## src/lsd_pkg.sv

```systemverilog
// Shared constants and types of the segment display sequencer
package lsd_pkg;
    localparam int SEG_PINS = 40;
    localparam int COM_PINS = 4;
    localparam int EXT_PINS = 4;
    localparam int RAM_WORDS = 8;
    localparam int POSITIONS = 64;
    localparam int BITS_PER_POS = 4;
    localparam int POS_PER_WORD = 8;
    localparam int GROUP_PINS = 4;
    localparam logic [5:0] EXT_FIRST = 6'h24;
    localparam logic [5:0] POS_ZERO = 6'h00;

    // Byte addresses on the register bus
    localparam logic [7:0] ADR_PORT_CTRL = 8'h00;
    localparam logic [7:0] ADR_CTRL = 8'h04;
    localparam logic [7:0] ADR_STATUS = 8'h08;
    localparam logic [2:0] ADR_RAM_TAG = 3'h2;

    // panel_port_control_reg fields
    localparam int PPC_BOOST = 7;
    localparam int PPC_EXT = 6;
    localparam int PPC_DUTY_HI = 5;
    localparam int PPC_DUTY_LO = 4;
    localparam int PPC_GRP_HI = 3;
    localparam logic [7:0] PPC_RESET = 8'h00;

    // panel_control_reg fields; bit 7 reads one and is fixed
    localparam int CTL_FIXED = 7;
    localparam int CTL_PWR = 6;
    localparam int CTL_RUN = 5;
    localparam int CTL_SHOW = 4;
    localparam int CTL_CKS_HI = 3;
    localparam logic [7:0] CTL_RESET = 8'h80;

    // Drive level codes
    localparam logic [1:0] LVL_VSS = 2'h0;
    localparam logic [1:0] LVL_V1 = 2'h1;
    localparam logic [1:0] LVL_V2 = 2'h2;
    localparam logic [1:0] LVL_V3 = 2'h3;

    // Expansion pin positions
    localparam int EXT_DATA = 0;
    localparam int EXT_LATCH = 1;
    localparam int EXT_SHIFT = 2;
    localparam int EXT_ALT = 3;

    typedef enum logic [1:0] {
        DUTY_STATIC = 2'b00,
        DUTY_HALF = 2'b01,
        DUTY_THIRD = 2'b10,
        DUTY_QUARTER = 2'b11
    } lsd_duty_t;
endpackage

```

## src/lsd_sequencer.sv

```systemverilog
// Segment display sequencer with Wishbone registers and display RAM
`timescale 1ns/100ps

// How it works
// Duty field picks static, 1/2, 1/3 or 1/4 and commons scan accordingly.
// Driver group field enables only the chosen segment outputs.
// Frame clock field sets display clock source and divide ratio.
// Boost copies common waveforms: all four at static, pairs at half duty.
// RAM bits map to segments by duty, expansion and external-only use.
// Display RAM takes word and byte writes like ordinary memory.
// Once running, RAM is fetched and shown every frame without software.
// Expansion select turns the top four segment pins into the serial link.
// Expansion stream starts at first expansion position, or zero for group 0000.
// Run bit low holds link clocks and alternation low, data frozen.
// Standby floats all expansion pins.
// Each output level comes from data bit and alternation per table.
// With system clock stopped, display halts unless subclock source chosen.
// Software picks a subclock source before low-power modes.
// Software adjusts frame clock select for medium-speed mode.
// Subclock gated in standby; display stops in standby and reset.
// Standby forces the voltage divider off.
// Run bit low halts the block and forces divider off, registers kept.
// Show bit low drives blank data, also on the expansion link.
// At 1/3 duty the frame rate is four thirds of the base rate.
// Alternation toggles once per frame for zero average voltage.
module lsd_sequencer
    import lsd_pkg::*;
(
    input wire logic clk,
    input wire logic srst,
    input wire logic wb_cyc_i,
    input wire logic wb_stb_i,
    input wire logic wb_we_i,
    input wire logic [7:0] wb_adr_i,
    input wire logic [3:0] wb_sel_i,
    input wire logic [31:0] wb_dat_i,
    output logic [31:0] wb_dat_o,
    output logic wb_ack_o,
    input wire logic standbyMode,
    input wire logic sysClockStopped,
    input wire logic subClockTick,
    output logic [2*COM_PINS-1:0] comLevel,
    output logic [2*SEG_PINS-1:0] segLevel,
    output logic [SEG_PINS-1:0] segDriveEn,
    output logic [COM_PINS-1:0] comDriveEn,
    output logic dividerOn,
    output logic [EXT_PINS-1:0] extPinOut,
    output logic extPinOe
);
    localparam logic [2*SEG_PINS-1:0] SEG_HIGH_MASK = {SEG_PINS{2'b10}};

    logic [7:0] portCtrl;
    logic [7:0] ctrl;
    logic [31:0] ram [RAM_WORDS];
    logic [8:0] sysDiv;
    logic [1:0] subDiv;
    logic [1:0] slotDiv;
    logic [1:0] comIdx;
    logic alt;
    logic running;
    logic baseTick;
    logic slotAdv;
    logic frameWrap;
    logic busReq;
    logic [31:0] readData;
    logic [POSITIONS-1:0] rowBits;
    logic [SEG_PINS-1:0] segData;
    logic [COM_PINS-1:0] comData;
    logic [2*SEG_PINS-1:0] next_segLevel;
    logic [2*COM_PINS-1:0] next_comLevel;
    logic [SEG_PINS-1:0] next_segDriveEn;
    lsd_duty_t duty;
    logic [3:0] groupSel;
    logic [3:0] clkSel;

    assign duty = lsd_duty_t'(portCtrl[PPC_DUTY_HI:PPC_DUTY_LO]);
    assign groupSel = portCtrl[PPC_GRP_HI:0];
    assign clkSel = ctrl[CTL_CKS_HI:0];
    assign busReq = wb_cyc_i && wb_stb_i && !wb_ack_o;

    // Last common index for a duty setting
    function automatic logic [1:0] lastCom(input lsd_duty_t d);
        case (d)
            DUTY_STATIC: lastCom = 2'h0;
            DUTY_HALF: lastCom = 2'h1;
            DUTY_THIRD: lastCom = 2'h2;
            default: lastCom = 2'h3;
        endcase
    endfunction

    // Low-bit mask whose all-ones pattern marks a divider tick
    function automatic logic [8:0] divMask(input logic [3:0] sel);
        if (sel[3])
            divMask = 9'((10'h002 << sel[2:0]) - 10'h001);
        else if (sel[1])
            divMask = 9'h003;
        else
            divMask = {8'h00, sel[0]};
    endfunction

    // Wishbone answer one cycle after the request
    always_ff @(posedge clk) begin
        if (srst)
            wb_ack_o <= 1'b0;
        else
            wb_ack_o <= busReq;
    end

    // Control registers; contents survive a cleared run bit
    // registers retained
    always_ff @(posedge clk) begin
        if (srst) begin
            portCtrl <= PPC_RESET;
            ctrl <= CTL_RESET;
        end else if (busReq && wb_we_i && wb_sel_i[0]) begin
            if (wb_adr_i == ADR_PORT_CTRL)
                portCtrl <= wb_dat_i[7:0];
            if (wb_adr_i == ADR_CTRL)
                ctrl <= {1'b1, wb_dat_i[CTL_PWR:0]};
        end
    end

    // byte lanes into display RAM
    always_ff @(posedge clk) begin
        if (srst) begin
            for (int w = 0; w < RAM_WORDS; w++)
                ram[w] <= '0;
        end else if (busReq && wb_we_i && wb_adr_i[7:5] == ADR_RAM_TAG) begin
            for (int b = 0; b < 4; b++) begin
                if (wb_sel_i[b])
                    ram[wb_adr_i[4:2]][8*b +: 8] <= wb_dat_i[8*b +: 8];
            end
        end
    end

    // Read mux; unmapped addresses read zero
    always_comb begin
        readData = '0;
        if (wb_adr_i == ADR_PORT_CTRL)
            readData[7:0] = portCtrl;
        else if (wb_adr_i == ADR_CTRL)
            readData[7:0] = ctrl;
        else if (wb_adr_i == ADR_STATUS)
            readData[4:0] = {dividerOn, running, alt, comIdx};
        else if (wb_adr_i[7:5] == ADR_RAM_TAG)
            readData = ram[wb_adr_i[4:2]];
    end

    always_ff @(posedge clk) begin
        if (srst)
            wb_dat_o <= '0;
        else if (busReq && !wb_we_i)
            wb_dat_o <= readData;
    end

    // display stops in standby and in reset
    always_ff @(posedge clk) begin
        if (srst)
            running <= 1'b0;
        else
            running <= ctrl[CTL_RUN] && !standbyMode;
    end

    // divider off in standby or when halted
    always_ff @(posedge clk) begin
        if (srst)
            dividerOn <= 1'b0;
        else
            dividerOn <= ctrl[CTL_PWR] && ctrl[CTL_RUN] && !standbyMode;
    end

    // System clock prescaler; frozen while the system clock is stopped
    always_ff @(posedge clk) begin
        if (srst)
            sysDiv <= '0;
        else if (!sysClockStopped)
            sysDiv <= sysDiv + 9'h001;
    end

    // subclock gated off in standby
    always_ff @(posedge clk) begin
        if (srst)
            subDiv <= '0;
        else if (subClockTick && !standbyMode)
            subDiv <= subDiv + 2'h1;
    end

    // display clock source and ratio
    // system sources give no tick while stopped
    always_comb begin
        if (clkSel[3])
            baseTick = !sysClockStopped && ((sysDiv & divMask(clkSel)) == divMask(clkSel));
        else
            baseTick = subClockTick && !standbyMode
                && (({7'h00, subDiv} & divMask(clkSel)) == divMask(clkSel));
    end

    // slot stretch keeps static and half on the four-slot base
    always_comb begin
        slotAdv = 1'b0;
        if (running && baseTick)
            slotAdv = (slotDiv == (2'h3 >> lastCom(duty))) || duty[1];
        frameWrap = slotAdv && (comIdx == lastCom(duty));
    end

    // common scan
    // alternation flips per frame
    always_ff @(posedge clk) begin
        if (srst || !running) begin
            slotDiv <= '0;
            comIdx <= '0;
            alt <= 1'b0;
        end else if (baseTick) begin
            slotDiv <= slotAdv ? 2'h0 : slotDiv + 2'h1;
            if (frameWrap) begin
                comIdx <= '0;
                alt <= !alt;
            end else if (slotAdv) begin
                comIdx <= comIdx + 2'h1;
            end
        end
    end

    // position p, common c sits at bit 4p+c
    // blank data when show bit is low
    // RAM fetched every slot
    always_comb begin
        for (int p = 0; p < POSITIONS; p++) begin
            rowBits[p] = ctrl[CTL_SHOW]
                && ram[p / POS_PER_WORD][(p % POS_PER_WORD) * BITS_PER_POS + int'(comIdx)];
        end
        segData = rowBits[SEG_PINS-1:0];
    end

    // boost copies common waveforms
    always_comb begin
        for (int c = 0; c < COM_PINS; c++) begin
            if (portCtrl[PPC_BOOST] && duty == DUTY_STATIC)
                comData[c] = 1'b1;
            else if (portCtrl[PPC_BOOST] && duty == DUTY_HALF)
                comData[c] = (2'(c / 2) == comIdx);
            else
                comData[c] = (2'(c) == comIdx);
        end
    end

    // group field enables pins
    // top pins handed to the link
    always_comb begin
        for (int i = 0; i < SEG_PINS; i++) begin
            next_segDriveEn[i] = (i < GROUP_PINS * int'(groupSel))
                && !(portCtrl[PPC_EXT] && i >= SEG_PINS - EXT_PINS);
        end
    end

    // level encoders
    lsd_level_enc #(.N(SEG_PINS), .IS_COM(1'b0)) segEnc (
        .data(segData),
        .alt(alt),
        .duty(duty),
        .level(next_segLevel)
    );

    lsd_level_enc #(.N(COM_PINS), .IS_COM(1'b1)) comEnc (
        .data(comData),
        .alt(alt),
        .duty(duty),
        .level(next_comLevel)
    );

    // Stopped display sits at ground on every pin to keep DC off the panel
    always_ff @(posedge clk) begin
        if (srst || !running) begin
            segLevel <= '0;
            comLevel <= '0;
        end else begin
            segLevel <= next_segLevel;
            comLevel <= next_comLevel;
        end
    end

    // Commons beyond the duty stay disabled unless boosted
    always_ff @(posedge clk) begin
        if (srst) begin
            segDriveEn <= '0;
            comDriveEn <= '0;
        end else begin
            segDriveEn <= next_segDriveEn;
            for (int c = 0; c < COM_PINS; c++)
                comDriveEn[c] <= (2'(c) <= lastCom(duty)) || portCtrl[PPC_BOOST];
        end
    end

    // external-only use starts at position zero
    // Rows longer than a slot are cut short at fast clock settings
    lsd_ext_shifter extLink (
        .clk(clk),
        .srst(srst),
        .enable(portCtrl[PPC_EXT]),
        .running(running),
        .standby(standbyMode),
        .rowStart(slotAdv),
        .rowBits(rowBits),
        .firstPos((groupSel == 4'h0) ? POS_ZERO : EXT_FIRST),
        .alt(alt),
        .pinOut(extPinOut),
        .pinOe(extPinOe)
    );

    // Bus answer is a single cycle pulse
    AST_ACK_PULSE: assert property (@(posedge clk) disable iff (srst)
        wb_ack_o |=> !wb_ack_o) else $error("ack held longer than one cycle");

    // halted link
    AST_HALT_LINK: assert property (@(posedge clk) disable iff (srst)
        (!running ##1 !running) |=> (extPinOut[EXT_SHIFT:EXT_LATCH] == 2'h0
            && !extPinOut[EXT_ALT] && $stable(extPinOut[EXT_DATA])))
        else $error("link not held while halted");

    // divider off
    AST_DIV_OFF: assert property (@(posedge clk) disable iff (srst)
        (standbyMode || !ctrl[CTL_RUN]) |=> !dividerOn)
        else $error("divider on while standby or halted");

    // floating pins
    AST_STANDBY_HIZ: assert property (@(posedge clk) disable iff (srst)
        standbyMode |=> !extPinOe) else $error("expansion pins driven in standby");

    // alternation per frame
    AST_ALT_FRAME: assert property (@(posedge clk) disable iff (srst)
        (frameWrap && running) |=> (alt != $past(alt)) && comIdx == 2'h0)
        else $error("alternation did not flip at frame end");

    // blank segments
    AST_BLANK: assert property (@(posedge clk) disable iff (srst)
        (running && !ctrl[CTL_SHOW] && duty[1] && ctrl[CTL_RUN] && !standbyMode)
        |=> (segLevel & SEG_HIGH_MASK) == SEG_HIGH_MASK)
        else $error("segment not blank with show bit low");

    // static boost
    AST_BOOST_STATIC: assert property (@(posedge clk) disable iff (srst)
        (running && portCtrl[PPC_BOOST] && duty == DUTY_STATIC)
        |=> comLevel == {COM_PINS{comLevel[1:0]}} && comDriveEn == {COM_PINS{1'b1}})
        else $error("boosted commons differ at static duty");

    // no scan on a stopped system clock
    AST_STOP_SYS: assert property (@(posedge clk) disable iff (srst)
        (sysClockStopped && clkSel[3] && running) ##1 running
        |-> comIdx == $past(comIdx) && alt == $past(alt))
        else $error("scan moved with system clock stopped");

    // quarter duty wraps after the fourth common
    AST_QUARTER_SCAN: assert property (@(posedge clk) disable iff (srst)
        (slotAdv && duty == DUTY_QUARTER && comIdx == 2'h3 && ctrl[CTL_RUN] && !standbyMode)
        |=> comIdx == 2'h0) else $error("quarter duty scan did not wrap");

    // no on-chip segments for group zero
    AST_GROUP_ZERO: assert property (@(posedge clk) disable iff (srst)
        (groupSel == 4'h0) |=> segDriveEn == '0)
        else $error("segment enabled with group zero");
endmodule

```

## src/lsd_level_enc.sv

```systemverilog
// Drive level encoder for a group of common or segment pins
`timescale 1ns/100ps
module lsd_level_enc
    import lsd_pkg::*;
#(
    parameter int N = 4,
    parameter bit IS_COM = 1'b0
) (
    input wire logic [N-1:0] data,
    input wire logic alt,
    input wire lsd_duty_t duty,
    output logic [2*N-1:0] level
);
    // Level from data bit and alternation signal per duty
    function automatic logic [1:0] pick(input logic d, input logic m, input lsd_duty_t dt);
        case (dt)
            DUTY_STATIC: pick = IS_COM ? (m ? LVL_VSS : LVL_V1) : ((d == m) ? LVL_V1 : LVL_VSS);
            DUTY_HALF: begin
                if (IS_COM)
                    pick = d ? (m ? LVL_VSS : LVL_V1) : LVL_V2;
                else
                    pick = (d == m) ? LVL_V1 : LVL_VSS;
            end
            default: begin
                case ({d, m})
                    2'b00: pick = IS_COM ? LVL_V3 : LVL_V2;
                    2'b01: pick = IS_COM ? LVL_V2 : LVL_V3;
                    2'b10: pick = IS_COM ? LVL_V1 : LVL_VSS;
                    default: pick = IS_COM ? LVL_VSS : LVL_V1;
                endcase
            end
        endcase
    endfunction

    // level table
    always_comb begin
        for (int i = 0; i < N; i++) begin
            level[2*i +: 2] = pick(data[i], alt, duty);
        end
    end
endmodule

```

## src/lsd_ext_shifter.sv

```systemverilog
// Serial link to the external segment chip: shift, latch, alternation
`timescale 1ns/100ps
module lsd_ext_shifter
    import lsd_pkg::*;
(
    input wire logic clk,
    input wire logic srst,
    input wire logic enable,
    input wire logic running,
    input wire logic standby,
    input wire logic rowStart,
    input wire logic [POSITIONS-1:0] rowBits,
    input wire logic [5:0] firstPos,
    input wire logic alt,
    output logic [EXT_PINS-1:0] pinOut,
    output logic pinOe
);
    typedef enum logic [1:0] {
        SH_IDLE = 2'b00,
        SH_LOW = 2'b01,
        SH_HIGH = 2'b10,
        SH_LATCH = 2'b11
    } lsd_shift_t;

    lsd_shift_t state;
    logic [POSITIONS-1:0] shiftReg;
    logic [6:0] bitsLeft;

    // pins float in standby
    always_ff @(posedge clk) begin
        if (srst)
            pinOe <= 1'b0;
        else
            pinOe <= enable && !standby;
    end

    // data, shift clock, latch clock and alternation
    always_ff @(posedge clk) begin
        if (srst) begin
            state <= SH_IDLE;
            shiftReg <= '0;
            bitsLeft <= '0;
            pinOut <= '0;
        end else if (!running || !enable) begin
            // clocks and alternation low, data frozen
            state <= SH_IDLE;
            pinOut[EXT_LATCH] <= 1'b0;
            pinOut[EXT_SHIFT] <= 1'b0;
            pinOut[EXT_ALT] <= 1'b0;
        end else begin
            pinOut[EXT_ALT] <= alt;
            if (rowStart) begin
                // stream begins at the first expansion position
                shiftReg <= rowBits >> firstPos;
                bitsLeft <= 7'(POSITIONS) - {1'b0, firstPos};
                pinOut[EXT_SHIFT] <= 1'b0;
                pinOut[EXT_LATCH] <= 1'b0;
                state <= SH_LOW;
            end else begin
                case (state)
                    SH_LOW: begin
                        pinOut[EXT_DATA] <= shiftReg[0];
                        pinOut[EXT_SHIFT] <= 1'b0;
                        state <= SH_HIGH;
                    end
                    SH_HIGH: begin
                        pinOut[EXT_SHIFT] <= 1'b1;
                        shiftReg <= shiftReg >> 1;
                        bitsLeft <= bitsLeft - 7'h01;
                        state <= (bitsLeft == 7'h01) ? SH_LATCH : SH_LOW;
                    end
                    SH_LATCH: begin
                        pinOut[EXT_SHIFT] <= 1'b0;
                        pinOut[EXT_LATCH] <= 1'b1;
                        state <= SH_IDLE;
                    end
                    default: begin
                        pinOut[EXT_LATCH] <= 1'b0;
                        state <= SH_IDLE;
                    end
                endcase
            end
        end
    end
endmodule

```

## config.mk

```make
export PLATFORM = sky130hd
export DESIGN_NAME = lsd_sequencer
export DESIGN_NICKNAME = d
export VERILOG_FILES = /design/src/lsd_pkg.sv /design/src/lsd_sequencer.sv /design/src/lsd_level_enc.sv /design/src/lsd_ext_shifter.sv
export SDC_FILE = /design/constraint.sdc
export NUM_CORES = 1
export LEC_CHECK = 0
export BUFFER_PORTS_ARGS = -buffer_cell sky130_fd_sc_hd__buf_2
export CORE_UTILIZATION = 50
export CTS_CLUSTER_DIAMETER = 40
export DETAILED_ROUTE_END_ITERATION = 10
export GPL_TIMING_DRIVEN = 0
export PLACE_DENSITY = 0.82
export REMOVE_ABC_BUFFERS = 1
export SLEW_MARGIN = 20
export SYNTH_ARGS = -nofsm -noshare
export SYNTH_HDL_FRONTEND = slang
export SYNTH_SLANG_ARGS = --single-unit
export TNS_END_PERCENT = 20
```

## constraint.sdc

```tcl
create_clock -name clk -period 4.1 [get_ports clk]
set_input_delay 0.615 -clock clk [delete_from_list [all_inputs] [get_ports clk]]
set_output_delay 0.615 -clock clk [all_outputs]
set_load 0.1 [all_outputs]
```

# Word-level counts from Yosys, hierarchy flattened
# Memory sizes are Yosys's and may differ from the RTL's.
# Cells that the tools add are included.
[totals]
regBits = 276
ram_bits = 256
in_bits = 52
out_inout_bits = 171
wordCells = 777
n_memories = 1
[classes]
add_sub_neg = 14
magnitude_cmp = 52
eq_ne = 144
shift = 3
n_mux = 373
bitwise_logic = 4
reduce_logical = 162
[mem_list]
columns = ["name", "words", "width", "read_ports", "rd_clocked_by_memory_dff", "write_ports", "line", "rtl"]
rows = [
  ["ram", 8, 32, 9, 0, 8, "lsd_sequencer.sv:54", "logic [31:0] ram [RAM_WORDS];"],
]
[ops]
columns = ["cell", "n"]
rows = [
  ["binary-select mux 1 bit (select 5 bit)", 56],
  ["one-hot mux 2 bit (3 select lines)", 45],
  ["two-way mux 1 bit", 189],
  ["two-way mux 64 bit", 2],
  ["two-way mux 2 bit", 51],
  ["< comparator 5 x 6 -> 1 bit (first input constant)", 16],
  ["== test 2 bit (second input constant)", 47],
  ["== test 2 x 1 -> 1 bit (second input constant)", 46],
  ["zero test 2 bit", 46],
  ["logical AND 1 bit", 85],
  ["two-way mux 32 bit", 2],
  [">> shifter 64 x 6 -> 64 bit", 1],
  ["< comparator 4 x 6 -> 1 bit (first input constant)", 8],
  ["< comparator 6 bit (first input constant)", 8],
  ["two-way mux 24 bit", 2],
  ["== test 1 bit", 40],
  ["OR reduction 32 bit", 1],
  ["two-way mux 27 bit", 1],
  ["adder 5 x 2 -> 6 bit (first input constant)", 4],
  ["< comparator 3 x 6 -> 1 bit (first input constant)", 4],
  ["< comparator 6 bit (second input constant)", 4],
  ["one-hot mux 2 bit (2 select lines)", 5],
  ["== test 9 bit", 2],
  ["two-way mux 9 bit", 2],
  ["43 further kinds", 85],
]

# Depth between registers and ports, before layout
[depth]
word_depth = 16
mapped_depth = 13
mapped_depth_nobuf = 9

# By module
# From an unflattened synthesis, not the netlist that was laid out.
[hier_totals]
cells_unflattened = 2832
area_unflattened_um2 = 30689.4
[by_module_without_submodules]
columns = ["mod", "instances", "cells_each", "area_each_um2", "seq_area_each_um2"]
rows = [
  ["lsd_sequencer", 1, 1530, 19508.7, 11030.6],
  ["lsd_ext_shifter", 1, 958, 8140.3, 1561.5],
  ["lsd_level_enc (segEnc)", 1, 330, 2972.9, 0.0],
  ["lsd_level_enc (comEnc)", 1, 14, 67.6, 0.0],
]

# Least setup slack after synthesis
# Ideal clock, no wire load.
[synth_path]
kind = "reg2reg"
startpoint = "register alt"
endpoint = "register wb_dat_o[2]"
setup_ns = 0.071
t_arrival_ns = 3.981
t_required_ns = 4.029
slack_ns = 0.049
path_stages_with_launch = 6
n_path_buf = 0
period_less_slack_ns = 4.051
path_cell_list = "dfxtp_1 > inv_1 > a221oi_1 > a211o_1 > o2111ai_1 > a21oi_1"
[synth_via]
elab_chain_len = 3
[synth_rtl]
columns = ["element", "line", "rtl"]
rows = [
  ["start, declared", "lsd_sequencer.sv:59", "logic alt;"],
  ["start signal, assigned", "lsd_sequencer.sv:217", "alt <= !alt;"],
  ["two-way mux 5 bit", "lsd_sequencer.sv:143", "else if (wb_adr_i == ADR_STATUS)"],
  ["two-way mux 8 bit", "lsd_sequencer.sv:141", "else if (wb_adr_i == ADR_CTRL)"],
  ["two-way mux 8 bit", "lsd_sequencer.sv:139", "if (wb_adr_i == ADR_PORT_CTRL)"],
  ["end signal, assigned", "lsd_sequencer.sv:153", "wb_dat_o <= readData;"],
  ["end, declared", "lsd_sequencer.sv:37", "output logic [31:0] wb_dat_o,"],
]
# Every way passes these cells.
# A chain may end at the register's enable or synchronous reset.

# Worst setup path after layout
[layout_path]
startpoint = "register ctrl[1]"
endpoint = "register extLink.shiftReg[49]"
[layout_via]
elab_chain_len = 11
elab_cells_between_ends = 17
cone_classes = "add/sub: 1; eq/ne: 2; shift: 1; mux: 6; bitwise: 2; reduce/logical: 5"
[layout_rtl]
columns = ["element", "line", "rtl"]
rows = [
  ["start, declared", "lsd_sequencer.sv:53", "logic [7:0] ctrl;"],
  ["start signal, assigned", "lsd_sequencer.sv:119", "ctrl <= {1'b1, wb_dat_i[CTL_PWR:0]};"],
  ["left shift 2 x 3 -> 9 bit", "--", ""],
  ["subtractor 9 x 1 -> 9 bit", "--", ""],
  ["two-way mux 9 bit", "lsd_sequencer.sv:191", "if (clkSel[3])"],
  ["bitwise AND 9 bit", "lsd_sequencer.sv:192", "baseTick = !sysClockStopped && ((sysDiv & divMask(clkSel)) == divMask(clkSel));"],
  ["== test 9 bit", "lsd_sequencer.sv:192", ""],
  ["logical AND 1 bit", "lsd_sequencer.sv:192", ""],
  ["two-way mux 1 bit (*)", "lsd_sequencer.sv:191", ""],
  ["logical AND 1 bit (*)", "lsd_sequencer.sv:201", "if (running && baseTick)"],
  ["two-way mux 1 bit (*)", "lsd_sequencer.sv:201", ""],
  ["nonzero test 2 bit (no line)", "--", ""],
  ["AND reduction 2 bit (no line)", "--", ""],
  ["end signal, assigned", "lsd_ext_shifter.sv:54", "shiftReg <= rowBits >> firstPos;"],
  ["end signal, assigned", "lsd_ext_shifter.sv:68", "shiftReg <= shiftReg >> 1;"],
  ["end, declared", "lsd_ext_shifter.sv:26", "logic [POSITIONS-1:0] shiftReg;"],
]
# Mark *: on every way between the ends. The rest lies on a longest branch, timed or not. The select of a mux whose other input is x is not followed.

==> results.json <==
{
  "dp_hpwl_um": 47700,
  "fin_hold_ws_ps": 241.8,
  "place_congestion": 0.9729,
  "final_cell_count_no_fill": 3097,
  "seq_area_frac_synth_pct": 49.77,
  "ys.warnings.count": 0,
  "drt-initial-drc-count": 2199,
  "path_clk_slew_ps": 60,
  "setup_violations": 0,
  "syn2layout_area_growth_pct": 14.92,
  "coreArea_um2": 50070,
  "grt_pass1_wl_um": 105200,
  "fin_crit_sh_pct": 93.44,
  "max_clock_freq_mhz": 261.0,
  "ios": 223,
  "tightestPinTransition_ps": 1159,
  "dp_slack_ps": -293.9,
  "yosysTopAreaCell": "edfxtp_1",
  "finClkSkew_ps": 30.49,
  "start_util_pct": 50.53,
  "worstPathRequired_ps": 4630,
  "ctsHoldBuffers": 0,
  "seqPwrFrac_pct": 47.2,
  "rsz0062_at_grt": "false",
  "clock_latency_ps": 640,
  "dr.pass1.iters": 6,
  "power_density_nw_per_um2": 396.8,
  "grt_max_degree": 85,
  "cts_buffers": 60,
  "internal_power_mw": 8.834,
  "hold_depth": 2,
  "syn_inst": 2241,
  "finalWirelength_um": 69220,
  "clockBufferDepth": 3,
  "num_vias": 18820,
  "routed_via_density": 6.078,
  "p_comb_share_pct": 5.0,
  "slew_headroom_pct": 21.89,
  "placedCellCount": 2982,
  "period_minus_slack_ps": 3831,
  "overflow": 0,
  "synthTopCellsByArea": "edfxtp_1 (30%), dfxtp_1 (19%), mux4_2 (11%)",
  "vdd_drop_max_uv": 312.9,
  "num_rows": 82,
  "synth_top_area_share_pct": 30.39,
  "post_cts_resized": 0,
  "syn_area_per_cell_um2": 11.29,
  "r2r_cells": 12,
  "fin_nets": 2556,
  "worstSetupStartpointType": "flip-flop",
  "cts_tree": "yes",
  "arrival_ps": 4370,
  "clkPwrFrac_pct": 47.8,
  "cap_violations": 0,
  "die_width_um": 226.9,
  "synth_ff_type": "edfxtp_1",
  "grt_pass1_vias": 18310,
  "cts_setup_buffers": 0,
  "layout_setup_ws_ps": 268.9,
  "p_sw_mw": 2.701,
  "die_h_um": 226.9,
  "endpoint_kind": "flip-flop",
  "detail-route-antenna-nets": 0,
  "antenna_found_initial": 2,
  "post_drt_wl_per_cell_um": 22.35,
  "clock_sinks": 501,
  "switching_share_pct": 23.41,
  "maxSlewViolCount": 0,
  "die_area_um2": 51500,
  "ctsRootBufferMaster": "clkbuf_16",
  "async_flop_share_pct": 0,
  "htree_levels": 2,
  "synth_edf_count": 256,
  "hold_path_class": "input port to flip-flop",
  "hold_viol_final": 0,
  "track_usage_pct": 26.76,
  "total_power_mw": 11.53,
  "status": "finished clean",
  "ys_seq_elements": 501,
  "cp_max_fo": 22,
  "worst-setup-path-type": "flip-flop to flip-flop",
  "setup_tns_ps": 0,
  "port_buffers": 222,
  "n_fill_cell": 3881,
  "cellLeakagePower_nw": 11.79,
  "final_layout_size_suffix_gt1_share_pct": 23.07,
  "syn-cell-area_um2": 25300,
  "drc_errors": 0,
  "synth.distinct_cells": 78
}
==> power groups by stage <==
stage / registers (mW) / clock network, mW / logic, mW
CTS: 5.44 / 5.55 / 0.567
global route: 5.45 / 5.75 / 0.599
global placement: 5.54 / 0 / 0.539
detailed placement: 5.55 / 0 / 0.563
floorplan: 5.55 / 0 / 0.265
finish: 5.45 / 5.51 / 0.576
==> cells by family after synthesis <==
logic type / synth area share [%]
DFF: 49.77
and+or+nand+nor: 16.39
AOI/OAI and AO/OA: 8.987
adders and majority gates: 6.528
buffers and inverters: 4.333
xor gates and xnor gates: 0.4154
muxes: 13.57
==> critical path: stages (launching register included) <==
cell and delay (ps):
dfxtp_1 420, or3_4 420, ha_1 290, nor2_1 40
nor4bb_1 440, o2111ai_4 290, o31ai_4 620, buf_6 290
buf_6 220, buf_8 190, buf_6 220, nor3_1 70
a211oi_1 220
==> stage by stage <==
| stage | utilization, % | instance area [µm²] |
|---|---|---|
| floorplan | - | 24420 |
| global placement | 52.66 | 26370 |
| detailed placement | 53.85 | 26960 |
| CTS | 58.05 | 29070 |
| global route | 58.05 | 29070 |
| finish | 58.06 | 29070 |
==> final cells by class <==
class                   count  area, µm²  area share, %
diodes                      2      5.005        0.01722
clock buffers              70       1654          5.690
clock inverters            43      450.4          1.549
inverters                  57      219.0         0.7532
multi-input cells        1502      11640          40.05
flip-flops and latches    501      12610          43.37
well taps                 672      840.8          2.892
repair buffers            250       1653          5.685
==> synthesized netlist by cell type, types with 56 or more instances <==
cell type  instances
and2_1           259
edfxtp_1         256
dfxtp_1          245
nor2_1           203
nand2_1          186
ha_1             132
mux4_2           126
nor3_1           102
clkbuf_1          91
a21oi_1           59
inv_1             57
o21ai_1           57
a211oi_1          56
==> flip-flops by register name, indices dropped and copies added, names as in the netlist, 4 cells and up <==
register	flops
ram	256
segLevel	80
extLink.shiftReg	64
wb_dat_o	32
segDriveEn	10
comLevel	8
portCtrl	8
sysDiv	8
ctrl	7
extLink.bitsLeft	7
comDriveEn	4
extLink.pinOut	4
==> routing by layer <==
metal,vias up,global-route usage (%),part of all wire (%)
li1,8333,-,-
met1,9120,34.10,37
met2,1163,42.66,47
met3,206,6.608,11
met4,2,13.27,4.9
met5,-,0,0.019
==> worst paths after layout <==
kind / startpoint / to / slack [ps]
setup / recovery: ctrl[1] / extLink.shiftReg[49] / 270
hold reg to reg: extLink.shiftReg[63] / extLink.shiftReg[63] / 460
setup reg to reg: ctrl[1] / extLink.shiftReg[49] / 270
hold / removal: standbyMode / extLink.pinOe / 240
==> cell usage in the layout, fill, tap and decap left out, types with 59 or more instances in the layout <==
cell	Yosys	layout
nor2_1	203	202
nand2_1	186	183
and2_1	259	258
clkbuf_16	0	64
dfxtp_1	245	241
a21oi_1	59	59
mux4_2	126	126
edfxtp_1	256	256
buf_2	32	219
nor3_1	102	102
ha_1	132	132
o21ai_1	57	74
Power figures use the tool's default switching activity.
